## src/shared/pofs_params.svh

```systemverilog
// Offsets, field positions, reset values and timing counts for the power-off sequencer.
// Assumes inclusion by bare name from every file that needs these constants.
//
// Function
// - Step two runs only when its execute bit 7 is set; default set.
// - Executing step two disables switchers selected by bits 6, 4, 3.
// - After step two, idle for bits 2:0 milliseconds; default one.
// - Step three runs only when its execute bit 7 is set; default clear.
// - Executing step three disables switchers selected by bits 6, 4, 3.
// - After step three, idle for bits 2:0 milliseconds; default zero.
// - Switcher A ramp time after enable comes from bits 7:5; default code one.
// - Switcher B ramp time uses bits 7:5 with the same mapping.
// - Switcher C ramp time uses bits 3:1 of that register; default one.
// - The two reserved bytes after step three read as zero.
// - Step one has the same layout and runs before step two.
`ifndef POFS_PARAMS_SVH
`define POFS_PARAMS_SVH

// ----------------------------------------------------------------------------
// Register offsets.
// ----------------------------------------------------------------------------
`define POFS_ADDR_STEP_ONE    8'h58
`define POFS_ADDR_STEP_TWO    8'h59
`define POFS_ADDR_STEP_THREE  8'h5a
`define POFS_ADDR_RSVD_A      8'h5b
`define POFS_ADDR_RSVD_B      8'h5c
`define POFS_ADDR_RAMP_A      8'h5d
`define POFS_ADDR_RAMP_BC     8'h5e

// ----------------------------------------------------------------------------
// Field positions and writable masks.
// ----------------------------------------------------------------------------
`define POFS_BIT_EXEC         7
`define POFS_BIT_DIS_A        6
`define POFS_BIT_DIS_B        4
`define POFS_BIT_DIS_C        3
`define POFS_IDLE_MSB         2
`define POFS_IDLE_LSB         0
`define POFS_RAMP_A_MSB       7
`define POFS_RAMP_A_LSB       5
`define POFS_RAMP_B_MSB       7
`define POFS_RAMP_B_LSB       5
`define POFS_RAMP_C_MSB       3
`define POFS_RAMP_C_LSB       1
`define POFS_MASK_STEP        8'hdf
`define POFS_MASK_RAMP_A      8'he0
`define POFS_MASK_RAMP_BC     8'hee

// ----------------------------------------------------------------------------
// Reset values.
// ----------------------------------------------------------------------------
`define POFS_RST_STEP_ONE     8'hd1
`define POFS_RST_STEP_TWO     8'hd9
`define POFS_RST_STEP_THREE   8'h00
`define POFS_RST_RAMP_A       8'h20
`define POFS_RST_RAMP_BC      8'h22

// ----------------------------------------------------------------------------
// Timing.
// ----------------------------------------------------------------------------
`define POFS_MS_TIME_NS       1000000
`define POFS_CLK_PERIOD_NS    4
`define POFS_MS_CYCLES        (`POFS_MS_TIME_NS / `POFS_CLK_PERIOD_NS)

`endif

```

## src/shared/pofs_pkg.sv

```systemverilog
// Types shared by the power-off sequencer and its timers.
// Assumes the constants header is compiled alongside.
package pofs_pkg;

    typedef logic [7:0] pofs_byte_t;
    typedef logic [3:0] pofs_ms_t;
    typedef logic [2:0] pofs_sw_t;
    typedef logic [1:0] pofs_idx_t;

    typedef enum logic [1:0] {
        POFS_IDLE,
        POFS_EVAL,
        POFS_WAIT
    } pofs_state_t;

endpackage : pofs_pkg

```

## src/rtl/pofs_ms_timer.sv

```systemverilog
// Millisecond countdown timer with a start pulse and a one-cycle done pulse.
// Assumes start comes from logic on sys_clk.
`timescale 1ns/1ps
`include "pofs_params.svh"
module pofs_ms_timer
    import pofs_pkg::*;
#(
    parameter int MS_CYCLES = `POFS_MS_CYCLES
) (
    input  wire logic     sys_clk,
    input  wire logic     rst_n,
    input  wire logic     start,
    input  wire pofs_ms_t ms_count,
    output logic          busy,
    output logic          done
);

    localparam int PW = $clog2(MS_CYCLES + 1);

    logic [PW-1:0] pre_q;
    pofs_ms_t      left_q;

    // ------------------------------------------------------------------------
    // Countdown of whole milliseconds.
    // ------------------------------------------------------------------------
    always_ff @(posedge sys_clk or negedge rst_n) begin
        if (!rst_n) begin
            busy   <= 1'b0;
            done   <= 1'b0;
            pre_q  <= '0;
            left_q <= 4'h0;
        end else begin
            done <= 1'b0;
            if (start) begin
                busy   <= 1'b1;
                pre_q  <= '0;
                left_q <= ms_count;
            end else if (busy) begin
                if (left_q == 4'h0) begin
                    busy <= 1'b0;
                    done <= 1'b1;
                end else if (pre_q == PW'(MS_CYCLES - 1)) begin
                    pre_q  <= '0;
                    left_q <= left_q - 4'h1;
                end else begin
                    pre_q <= pre_q + PW'(1);
                end
            end
        end
    end

endmodule : pofs_ms_timer

```

## src/rtl/pofs_top.sv

```systemverilog
// Power-off sequencer with three steps and per-switcher soft-start timing.
// Assumes the serial interface delivers byte accesses on sys_clk as strobes.
`timescale 1ns/1ps
`include "pofs_params.svh"
module pofs_top
    import pofs_pkg::*;
#(
    parameter int MS_CYCLES = `POFS_MS_CYCLES
) (
    input  wire logic       sys_clk,
    input  wire logic       rst_n,
    input  wire logic       reg_wr_en,
    input  wire logic       reg_rd_en,
    input  wire pofs_byte_t reg_addr,
    input  wire pofs_byte_t reg_wdata,
    output pofs_byte_t      reg_rdata_q,
    input  wire logic       power_off_req,
    input  wire pofs_sw_t   sw_on_req,
    output pofs_sw_t        sw_en_q,
    output pofs_sw_t        sw_ramping,
    output pofs_sw_t        sw_ready_q,
    output logic            seq_busy_q,
    output logic            seq_done_q
);

    pofs_byte_t  step_q [3];
    pofs_byte_t  ramp_a_q;
    pofs_byte_t  ramp_bc_q;
    pofs_state_t state_q;
    pofs_idx_t   idx_q;
    pofs_sw_t    req_prev_q;
    pofs_sw_t    ramp_start;
    pofs_sw_t    ramp_done;
    pofs_byte_t  cur_step;
    pofs_sw_t    cur_sel;
    logic        cur_exec;
    logic        tmr_start;
    logic        tmr_done;
    logic [2:0]  ramp_code [3];
    pofs_ms_t    ramp_ms [3];

    function automatic pofs_ms_t ramp_ms_of(input logic [2:0] code);
        ramp_ms_of = (code == 3'h0) ? 4'h1 : {code, 1'b0};
    endfunction : ramp_ms_of

    // ------------------------------------------------------------------------
    // Register writes.
    // ------------------------------------------------------------------------
    always_ff @(posedge sys_clk or negedge rst_n) begin
        if (!rst_n) begin
            step_q[0] <= `POFS_RST_STEP_ONE;
            step_q[1] <= `POFS_RST_STEP_TWO;
            step_q[2] <= `POFS_RST_STEP_THREE;
            ramp_a_q  <= `POFS_RST_RAMP_A;
            ramp_bc_q <= `POFS_RST_RAMP_BC;
        end else if (reg_wr_en) begin
            case (reg_addr)
                `POFS_ADDR_STEP_ONE:   step_q[0] <= reg_wdata & `POFS_MASK_STEP;
                `POFS_ADDR_STEP_TWO:   step_q[1] <= reg_wdata & `POFS_MASK_STEP;
                `POFS_ADDR_STEP_THREE: step_q[2] <= reg_wdata & `POFS_MASK_STEP;
                `POFS_ADDR_RAMP_A:     ramp_a_q  <= reg_wdata & `POFS_MASK_RAMP_A;
                `POFS_ADDR_RAMP_BC:    ramp_bc_q <= reg_wdata & `POFS_MASK_RAMP_BC;
                default: begin
                end
            endcase
        end
    end

    // ------------------------------------------------------------------------
    // Register reads.
    // ------------------------------------------------------------------------
    always_ff @(posedge sys_clk or negedge rst_n) begin
        if (!rst_n) begin
            reg_rdata_q <= 8'h00;
        end else if (reg_rd_en) begin
            case (reg_addr)
                `POFS_ADDR_STEP_ONE:   reg_rdata_q <= step_q[0];
                `POFS_ADDR_STEP_TWO:   reg_rdata_q <= step_q[1];
                `POFS_ADDR_STEP_THREE: reg_rdata_q <= step_q[2];
                `POFS_ADDR_RAMP_A:     reg_rdata_q <= ramp_a_q;
                `POFS_ADDR_RAMP_BC:    reg_rdata_q <= ramp_bc_q;
                default:               reg_rdata_q <= 8'h00;
            endcase
        end
    end

    // ------------------------------------------------------------------------
    // Current step decode.
    // ------------------------------------------------------------------------
    always_comb begin
        cur_step = step_q[idx_q];
        cur_exec = cur_step[`POFS_BIT_EXEC];
        cur_sel  = {cur_step[`POFS_BIT_DIS_C], cur_step[`POFS_BIT_DIS_B], cur_step[`POFS_BIT_DIS_A]};
    end

    assign tmr_start = (state_q == POFS_EVAL) && cur_exec;

    // ------------------------------------------------------------------------
    // Step sequencer.
    // ------------------------------------------------------------------------
    always_ff @(posedge sys_clk or negedge rst_n) begin
        if (!rst_n) begin
            state_q    <= POFS_IDLE;
            idx_q      <= 2'h0;
            seq_busy_q <= 1'b0;
            seq_done_q <= 1'b0;
        end else begin
            seq_done_q <= 1'b0;
            case (state_q)
                POFS_IDLE: begin
                    if (power_off_req) begin
                        state_q    <= POFS_EVAL;
                        idx_q      <= 2'h0;
                        seq_busy_q <= 1'b1;
                    end
                end
                POFS_EVAL: begin
                    if (cur_exec) begin
                        state_q <= POFS_WAIT;
                    end else if (idx_q == 2'h2) begin
                        state_q    <= POFS_IDLE;
                        seq_busy_q <= 1'b0;
                        seq_done_q <= 1'b1;
                    end else begin
                        idx_q <= idx_q + 2'h1;
                    end
                end
                POFS_WAIT: begin
                    if (tmr_done) begin
                        if (idx_q == 2'h2) begin
                            state_q    <= POFS_IDLE;
                            seq_busy_q <= 1'b0;
                            seq_done_q <= 1'b1;
                        end else begin
                            state_q <= POFS_EVAL;
                            idx_q   <= idx_q + 2'h1;
                        end
                    end
                end
                default: begin
                    state_q    <= POFS_IDLE;
                    seq_busy_q <= 1'b0;
                end
            endcase
        end
    end

    pofs_ms_timer #(
        .MS_CYCLES (MS_CYCLES)
    ) u_idle_timer (
        .sys_clk  (sys_clk),
        .rst_n    (rst_n),
        .start    (tmr_start),
        .ms_count ({1'b0, cur_step[`POFS_IDLE_MSB:`POFS_IDLE_LSB]}),
        .busy     (),
        .done     (tmr_done)
    );

    // ------------------------------------------------------------------------
    // Switcher enables and soft-start.
    // ------------------------------------------------------------------------
    assign ramp_start = sw_on_req & ~req_prev_q;

    always_ff @(posedge sys_clk or negedge rst_n) begin
        if (!rst_n) begin
            req_prev_q <= 3'h0;
            sw_en_q    <= 3'h0;
            sw_ready_q <= 3'h0;
        end else begin
            req_prev_q <= sw_on_req;
            if (tmr_start) begin
                sw_en_q    <= (sw_en_q | ramp_start) & sw_on_req & ~cur_sel;
                sw_ready_q <= sw_ready_q & sw_on_req & ~cur_sel & ~ramp_start;
            end else begin
                sw_en_q    <= (sw_en_q | ramp_start) & sw_on_req;
                sw_ready_q <= (sw_ready_q | ramp_done) & sw_on_req & ~ramp_start;
            end
        end
    end

    assign ramp_code[0] = ramp_a_q[`POFS_RAMP_A_MSB:`POFS_RAMP_A_LSB];
    assign ramp_code[1] = ramp_bc_q[`POFS_RAMP_B_MSB:`POFS_RAMP_B_LSB];
    assign ramp_code[2] = ramp_bc_q[`POFS_RAMP_C_MSB:`POFS_RAMP_C_LSB];

    for (genvar g = 0; g < 3; g++) begin : g_ramp
        assign ramp_ms[g] = ramp_ms_of(ramp_code[g]);
        pofs_ms_timer #(
            .MS_CYCLES (MS_CYCLES)
        ) u_ramp_timer (
            .sys_clk  (sys_clk),
            .rst_n    (rst_n),
            .start    (ramp_start[g]),
            .ms_count (ramp_ms[g]),
            .busy     (sw_ramping[g]),
            .done     (ramp_done[g])
        );
    end

    // ------------------------------------------------------------------------
    // Assertions.
    // ------------------------------------------------------------------------
    a_step_two_run: assert property (@(posedge sys_clk) disable iff (!rst_n)
        (state_q == POFS_EVAL && idx_q == 2'h1 && step_q[1][7]) |=> state_q == POFS_WAIT)
        else $error("Step two did not run.");
    a_step_two_skip: assert property (@(posedge sys_clk) disable iff (!rst_n)
        (state_q == POFS_EVAL && idx_q == 2'h1 && !step_q[1][7]) |=> (state_q == POFS_EVAL && idx_q == 2'h2))
        else $error("Step two was not skipped.");
    a_step_two_dis: assert property (@(posedge sys_clk) disable iff (!rst_n)
        (state_q == POFS_EVAL && idx_q == 2'h1 && step_q[1][7] && step_q[1][6]) |=> !sw_en_q[0])
        else $error("Switcher A not disabled by step two.");
    a_idle_zero: assert property (@(posedge sys_clk) disable iff (!rst_n)
        (state_q == POFS_EVAL && step_q[idx_q][7] && step_q[idx_q][2:0] == 3'h0) |=> state_q == POFS_WAIT ##2
        state_q != POFS_WAIT || idx_q != $past(idx_q, 3))
        else $error("Zero idle time did not end at once.");
    a_step_three_off: assert property (@(posedge sys_clk) disable iff (!rst_n)
        (state_q == POFS_EVAL && idx_q == 2'h2 && !step_q[2][7]) |=> (state_q == POFS_IDLE && seq_done_q))
        else $error("Disabled step three did not finish the sequence.");
    a_step_three_dis: assert property (@(posedge sys_clk) disable iff (!rst_n)
        (state_q == POFS_EVAL && idx_q == 2'h2 && step_q[2][7] && step_q[2][3]) |=> !sw_en_q[2])
        else $error("Switcher C not disabled by step three.");
    a_ramp_start: assert property (@(posedge sys_clk) disable iff (!rst_n)
        $rose(sw_en_q[0]) |-> sw_ramping[0] && !sw_ready_q[0])
        else $error("Switcher A enabled without ramp.");
    a_rsvd_read: assert property (@(posedge sys_clk) disable iff (!rst_n)
        (reg_rd_en && (reg_addr == 8'h5b || reg_addr == 8'h5c)) |=> reg_rdata_q == 8'h00)
        else $error("Reserved byte read nonzero.");
    a_seq_order: assert property (@(posedge sys_clk) disable iff (!rst_n)
        (state_q == POFS_WAIT && idx_q == 2'h0 && tmr_done) |=> (state_q == POFS_EVAL && idx_q == 2'h1))
        else $error("Step one did not lead to step two.");

endmodule : pofs_top

```

## config.mk

```make
export PLATFORM = sky130hd
export DESIGN_NAME = pofs_top
export DESIGN_NICKNAME = d
export VERILOG_FILES = /design/src/shared/pofs_pkg.sv /design/src/rtl/pofs_ms_timer.sv /design/src/rtl/pofs_top.sv
export VERILOG_INCLUDE_DIRS = /design/src /design/src/shared
export SDC_FILE = /design/constraint.sdc
export NUM_CORES = 1
export LEC_CHECK = 0
export ABC_AREA = 1
export BUFFER_PORTS_ARGS = -buffer_cell sky130_fd_sc_hd__buf_4
export CAP_MARGIN = 0
export CORE_MARGIN = 3
export CORE_UTILIZATION = 56
export DETAILED_ROUTE_END_ITERATION = 16
export PLACE_DENSITY = 0.77
export SLEW_MARGIN = 25
export SYNTH_ARGS = -nofsm -noshare
export SYNTH_HDL_FRONTEND = slang
export SYNTH_SLANG_ARGS = --single-unit
```

## constraint.sdc

```tcl
create_clock -name sys_clk -period 1.55 [get_ports sys_clk]
set_clock_uncertainty 0.05 [all_clocks]
set_input_delay 0.0775 -clock sys_clk [delete_from_list [all_inputs] [get_ports sys_clk]]
set_output_delay 0.0775 -clock sys_clk [all_outputs]
set_load 0.1 [all_outputs]
```

After elaboration in Yosys (flattened, before gate mapping)
Index checks and enable logic that the tools add are counted.
Cells by class
  mux-type cells: 85
  eq/ne operators: 20
  bitwise logic cells: 14
  $lt $le $gt $ge: 1
  add/subtract/negate cells: 9
  reductions and logical operators: 34
Operators by type and width (number)
  two-way mux 18 bit: 16
  two-way mux 4 bit: 19
  adder 18 x 1 -> 18 bit (second input constant): 4
  == test 18 bit (second input constant): 4
  == test 8 x 7 -> 1 bit (second input constant): 5
  case mux 8 bit (5 select lines): 1
  two-way mux 1 bit: 32
  bitwise AND 3 bit: 8
  AND reduction 2 bit: 9
  AND reduction 3 bit: 6
  binary-select mux 8 bit (select 2 bit): 1
  zero test 4 bit: 4
  two-way mux 2 bit: 8
  two-way mux 8 bit: 2
  nonzero test 2 bit: 8
  subtractor 4 x 1 -> 4 bit (second input constant): 4
  != test 2 bit (second input constant): 6
  case mux 2 bit (3 select lines): 2
  zero test 3 bit: 3
  NOT 3 bit: 3
  two-way mux 3 bit: 2
  OR 3 bit: 2
  == test 2 bit (second input constant): 2
  AND reduction 4 bit: 1
  11 further kinds: 11
Word-level totals
  logic and storage cells: 192
  register bits after elaboration: 149
  output and inout bits: 19
  input bits: 24

Depth between registers and ports, before layout
  depth in word-level cells: 8
  gate-level depth with buffers: 11
  mapped depth without buffers: 10

Hierarchy
From an unflattened synthesis, not the netlist that was laid out.
Second synthesis, totals
  cells, all modules: 1194
  area, all modules: 9107.5 µm²
Modules (own cells, without submodules)
  pofs_ms_timer: sequential area each 600.6 µm², area an instance 1574.0 µm², cells each 211, times used 4
  pofs_top: sequential area each 1341.3 µm², area an instance 2811.4 µm², cells each 350, times used 1

Least setup slack after synthesis
Ideal clock, no wire load.
  kind: register to register
  start: register g_ramp[0].u_ramp_timer.pre_q[0]
  end: register g_ramp[0].u_ramp_timer.pre_q[14]
  path slack: -0.047 ns
  arrival: 1.410 ns
  stages on the path, launching flop included: 9
  data required time: 1.363 ns
  library setup time: 0.137 ns
  path buffers: 0
  path through: dfrtp_1 -> ha_1 -> nand2_1 -> nor2_1 -> inv_1 -> nor2_1 -> nand3_1 -> o21ai_1 -> nor2_1
Between the ends
  word-level cells in the longest chain between the ends: 5
RTL lines
  start, declared: RTL line pofs_ms_timer.sv:20  | logic [PW-1:0] pre_q;
  start signal, assigned: RTL line pofs_ms_timer.sv:46  | pre_q <= pre_q + PW'(1);
  adder 18 x 1 -> 18 bit or == test 18 bit (tied branches): RTL line pofs_ms_timer.sv:46, pofs_ms_timer.sv:42
  two-way mux 18 bit (*): RTL line pofs_ms_timer.sv:42  | end else if (pre_q == PW'(MS_CYCLES - 1)) begin
  two-way mux 18 bit (*): RTL line pofs_ms_timer.sv:39  | if (left_q == 4'h0) begin
  two-way mux 18 bit (*): RTL line pofs_ms_timer.sv:38  | end else if (busy) begin
  two-way mux 18 bit (*): RTL line pofs_ms_timer.sv:34  | if (start) begin
Every way passes the cells marked *; elsewhere a longest branch is shown, timed or not. The select of a mux whose other input is x is not followed.
A chain may end at the register's enable or synchronous reset.

Worst setup path in the final report
  start: register u_idle_timer.pre_q[9]
  end: register u_idle_timer.pre_q[15]
Between the ends
  word-level cells in the longest chain between the ends: 5
RTL lines (RTL line)
  start, declared: pofs_ms_timer.sv:20
  start signal, assigned: pofs_ms_timer.sv:46
  adder 18 x 1 -> 18 bit or == test 18 bit (tied branches): pofs_ms_timer.sv:46, pofs_ms_timer.sv:42
  two-way mux 18 bit (*): pofs_ms_timer.sv:42
  two-way mux 18 bit (*): pofs_ms_timer.sv:39
  two-way mux 18 bit (*): pofs_ms_timer.sv:38
  two-way mux 18 bit (*): pofs_ms_timer.sv:34
Marked as above.

==> out/results.tsv <==
stage	metric	value	unit
placement	DP Area	0.009609	mm2
floorplanning	Die Height	128.2	um
synthesis	Synth area leader	dfrtp_1	
floorplanning	width of the die	128.2	um
setup_path	worst path required time	1.82	ns
sta	fin crit period	1.749	ns
sta	Peak Freq	571.7	MHz
finish	layout cell share with drive strength beyond 1	0.3629	
synthesis	Mapped Cells	1084	
pwr	total power	17.30	mW
synthesis	mapped cell area	0.008363	mm2
route	drt pass-1 iters	6	
sta	final hold viol count	0	
global_routing	total track usage	0.2687	
placement	dpl ws	-0.1199	ns
floorplanning	row count	44	
floorplanning	Initial Utilization	0.5732	
status	failing checks	negative setup slack	
setup_path	Crit path top cell by count	nor2_1	
cts	TritonCTS Sinks	149	
synthesis	Seq cells post-synth	149	
placement	routability cong.	0.9062	
synthesis	unique cell type count in the Yosys netlist	46	
cts	Clk pin slew, worst setup/hold paths	0.06	ns
route	DRT antenna net count	0	
setup_path	Critical Path Max Stage Delay	0.44	ns
placement	dpl cells	1394	
sta	setup slack after layout	-0.1991	ns
finish	Area Growth Syn to Fin	42.07	%
setup_path	startpoint types	flip-flop	
sta	slew margin rel.	0.7486	
setup_path	slowest CP cell	dfrtp_1	
finish	Finished Core Util	0.8144	
synthesis	syn nets	1121	
sta	unrepaired setup endpoints after global routing	yes	
synthesis	most frequent cells after synthesis	nand2_1, dfrtp_1, inv_1, nor2_1, nand3_1	
setup_path	Crit. End Element	flip-flop	
run	MaxCap Viol Count	0	
sta	TNS Setup	-5.177	ns
cts	Skew-Pair Late Insertion Delay	0.43	ns
placement	post-DP HPWL	14.43	mm
synthesis	Seq/Total Area, Yosys	0.4476	
cts	CTS buffer count	17	
route	drt initial violations	827	
route	Vias/cell	5.674	
setup_path	CP Class	flip-flop to flip-flop	
placement	port bufs	42	
sta	hold_ws	0.02523	ns
route	WL final	25.16	mm
synthesis	yosys warns	0	
finish	ANT cells	0	
route	DR DRC count	0	
finish	Design Area, Final	0.01188	mm2
pwr	LEAKAGE	5.559	nW
route	DR vias	8472	
setup_path	critical-path maximum fanout	4	
status	outcome	finished, violations left	
floorplanning	I/O Pins	43	
sta	period utilisation layout	1.128	
sta	Final Setup Violations	73	
finish	final net count	1333	
cts	H-tree levels	4	
min_path	hold crit path type	input pin to flip-flop	
setup_path	CP arrival	2.02	ns
synthesis	post-synthesis async set-or-reset flop share	1.000	
synthesis	Top FF cell, synth	dfrtp_1	
pwr	Max VDD drop	939.3	uV
synthesis	most common cell in the synthesized netlist	nand2_1	
cts	clock root cell	clkbuf_16	
synthesis	ranking of synthesized cells by area	dfrtp_1, nand2_1, inv_1	
synthesis	post-synth top area share	0.4099	
sta	Final Max Tran Viols	0	
pwr	P per Cell Area	1456	mW/mm2
floorplanning	Die ar.	0.01644	mm2
cts	CTS tree	done	
synthesis	EDFF count, synth	0	
global_routing	vias in the first global route	7830	
route	drt wl/cell	16.85	um
global_routing	initial antenna violation count	0	
floorplanning	core area	0.01459	mm2
global_routing	largest net degree at the start of global routing	47	
global_routing	GRT overflow	0	
synthesis	Syn Area/Cell	7.715	um2
global_routing	first-pass GRT wire length	35.97	mm
setup_path	CP Cell Sequence	nor2_2 -> nand3_1 -> nor2_1 -> nand3b_1 -> nand2_4 -> buf_6 -> nor2_2 -> nor2_1 -> nor2_1	
finish	Finished Layout Cells	1493	
cts	clk buf depth	2	
sta	Slew @ Worst Pin	0.3771	ns
==> timing repair <==
| item | CTS | global route |
|---|---|---|
| setup endpoints to repair | 66 | 92 |
| pin swaps | 26 | 88 |
| endpoints found under the hold margin | 185 | 0 |
| buffers inserted | 18 | 35 |
| hold buffers | 13 | 0 |
| gates cloned | 1 | 3 |
| resized for setup | 65 | 210 |
==> cell usage in the layout, fill, tap and decap left out, types with 23 or more instances in the layout <==
| cell type | n |
|---|---|
| dfrtp_1 | 129 |
| inv_1 | 116 |
| o21ai_0 | 58 |
| nor2_1 | 101 |
| nand2_1 | 214 |
| nand3_1 | 71 |
| nand4_1 | 35 |
| nor2_2 | 23 |
| buf_4 | 167 |
| nand2_2 | 25 |
| buf_6 | 25 |
==> worst max-delay path: cells and delay by family (launching register included) <==
family / cells / cell delay [ns]
and+or+nand+nor: 8 / 1.00
buffers and inverters: 1 / 0.14
DFF: 1 / 0.44
==> worst paths after layout <==
check,startpoint,end,slack (ns),cells after the start
max,u_idle_timer.pre_q[9]$_DFFE_PN0P_,u_idle_timer.pre_q[15]$_DFFE_PN0P_,-0.20,9
min,reg_wr_en,ramp_a_q[5]$_DFFE_PN1P_,0.03,3
max reg2reg,u_idle_timer.pre_q[9]$_DFFE_PN0P_,u_idle_timer.pre_q[15]$_DFFE_PN0P_,-0.20,9
min reg2reg,step_q[12]$_DFFE_PN1P_,step_q[12]$_DFFE_PN1P_,0.42,2
max in group asynchronous,rst_n,step_q[14]$_DFFE_PN1P_,0.80,3
min in group asynchronous,rst_n,u_idle_timer.pre_q[12]$_DFFE_PN0P_,0.04,2
==> registers in the layout, indices dropped and copies added (netlist names) <==
signal                      count
ramp_a_q                        3
u_idle_timer.busy               1
req_prev_q                      3
step_q                         21
u_idle_timer.pre_q             18
seq_done_q                      1
g_ramp.u_ramp_timer.busy        3
u_idle_timer.done               1
g_ramp.u_ramp_timer.pre_q      54
seq_busy_q                      1
g_ramp.u_ramp_timer.left_q     12
state_q                         2
sw_ready_q                      3
g_ramp.u_ramp_timer.done        3
sw_en_q                         3
idx_q                           2
reg_rdata_q                     8
u_idle_timer.left_q             4
ramp_bc_q                       6
==> power breakdown <==
part | leakage [nW] | switching, mW | internal, mW
combinational | 3.32 | 4.42 | 3.48
sequential | 1.93 | 0.536 | 4.48
clock | 0.306 | 1.64 | 2.74
total | 5.56 | 6.60 | 10.7
==> final cells by class <==
type | count | area [um2]
Clock buffer | 24 | 501.7
Clock inverter | 8 | 121.4
Fill cell | 871 | 2708
Inverter | 140 | 538.0
Multi-Input combinational cell | 769 | 4783
Sequential cell | 149 | 3754
Tap cell | 184 | 230.2
Timing Repair Buffer | 219 | 1953
==> cells by family after synthesis <==
| logic type | count (synthesis) | share of synthesized area |
|---|---|---|
| flip-flops | 149 | 0.4476 |
| AO/OA/AOI/OAI | 147 | 0.1032 |
| adder cells (fa/ha/maj) | 13 | 0.01945 |
| AND/OR/NAND/NOR | 583 | 0.3152 |
| buffers and inverters | 168 | 0.08932 |
| XOR/XNOR | 24 | 0.02513 |
==> routing by layer <==
layer,vias up,global-route usage,part of all wire
met5,-,0,0
met4,0,0.1024,0.037
met3,84,0.05583,0.062
met2,380,0.4459,0.51
met1,4049,0.3464,0.39
li1,3959,-,-
Note: power is estimated with default switching activity, not from simulation.
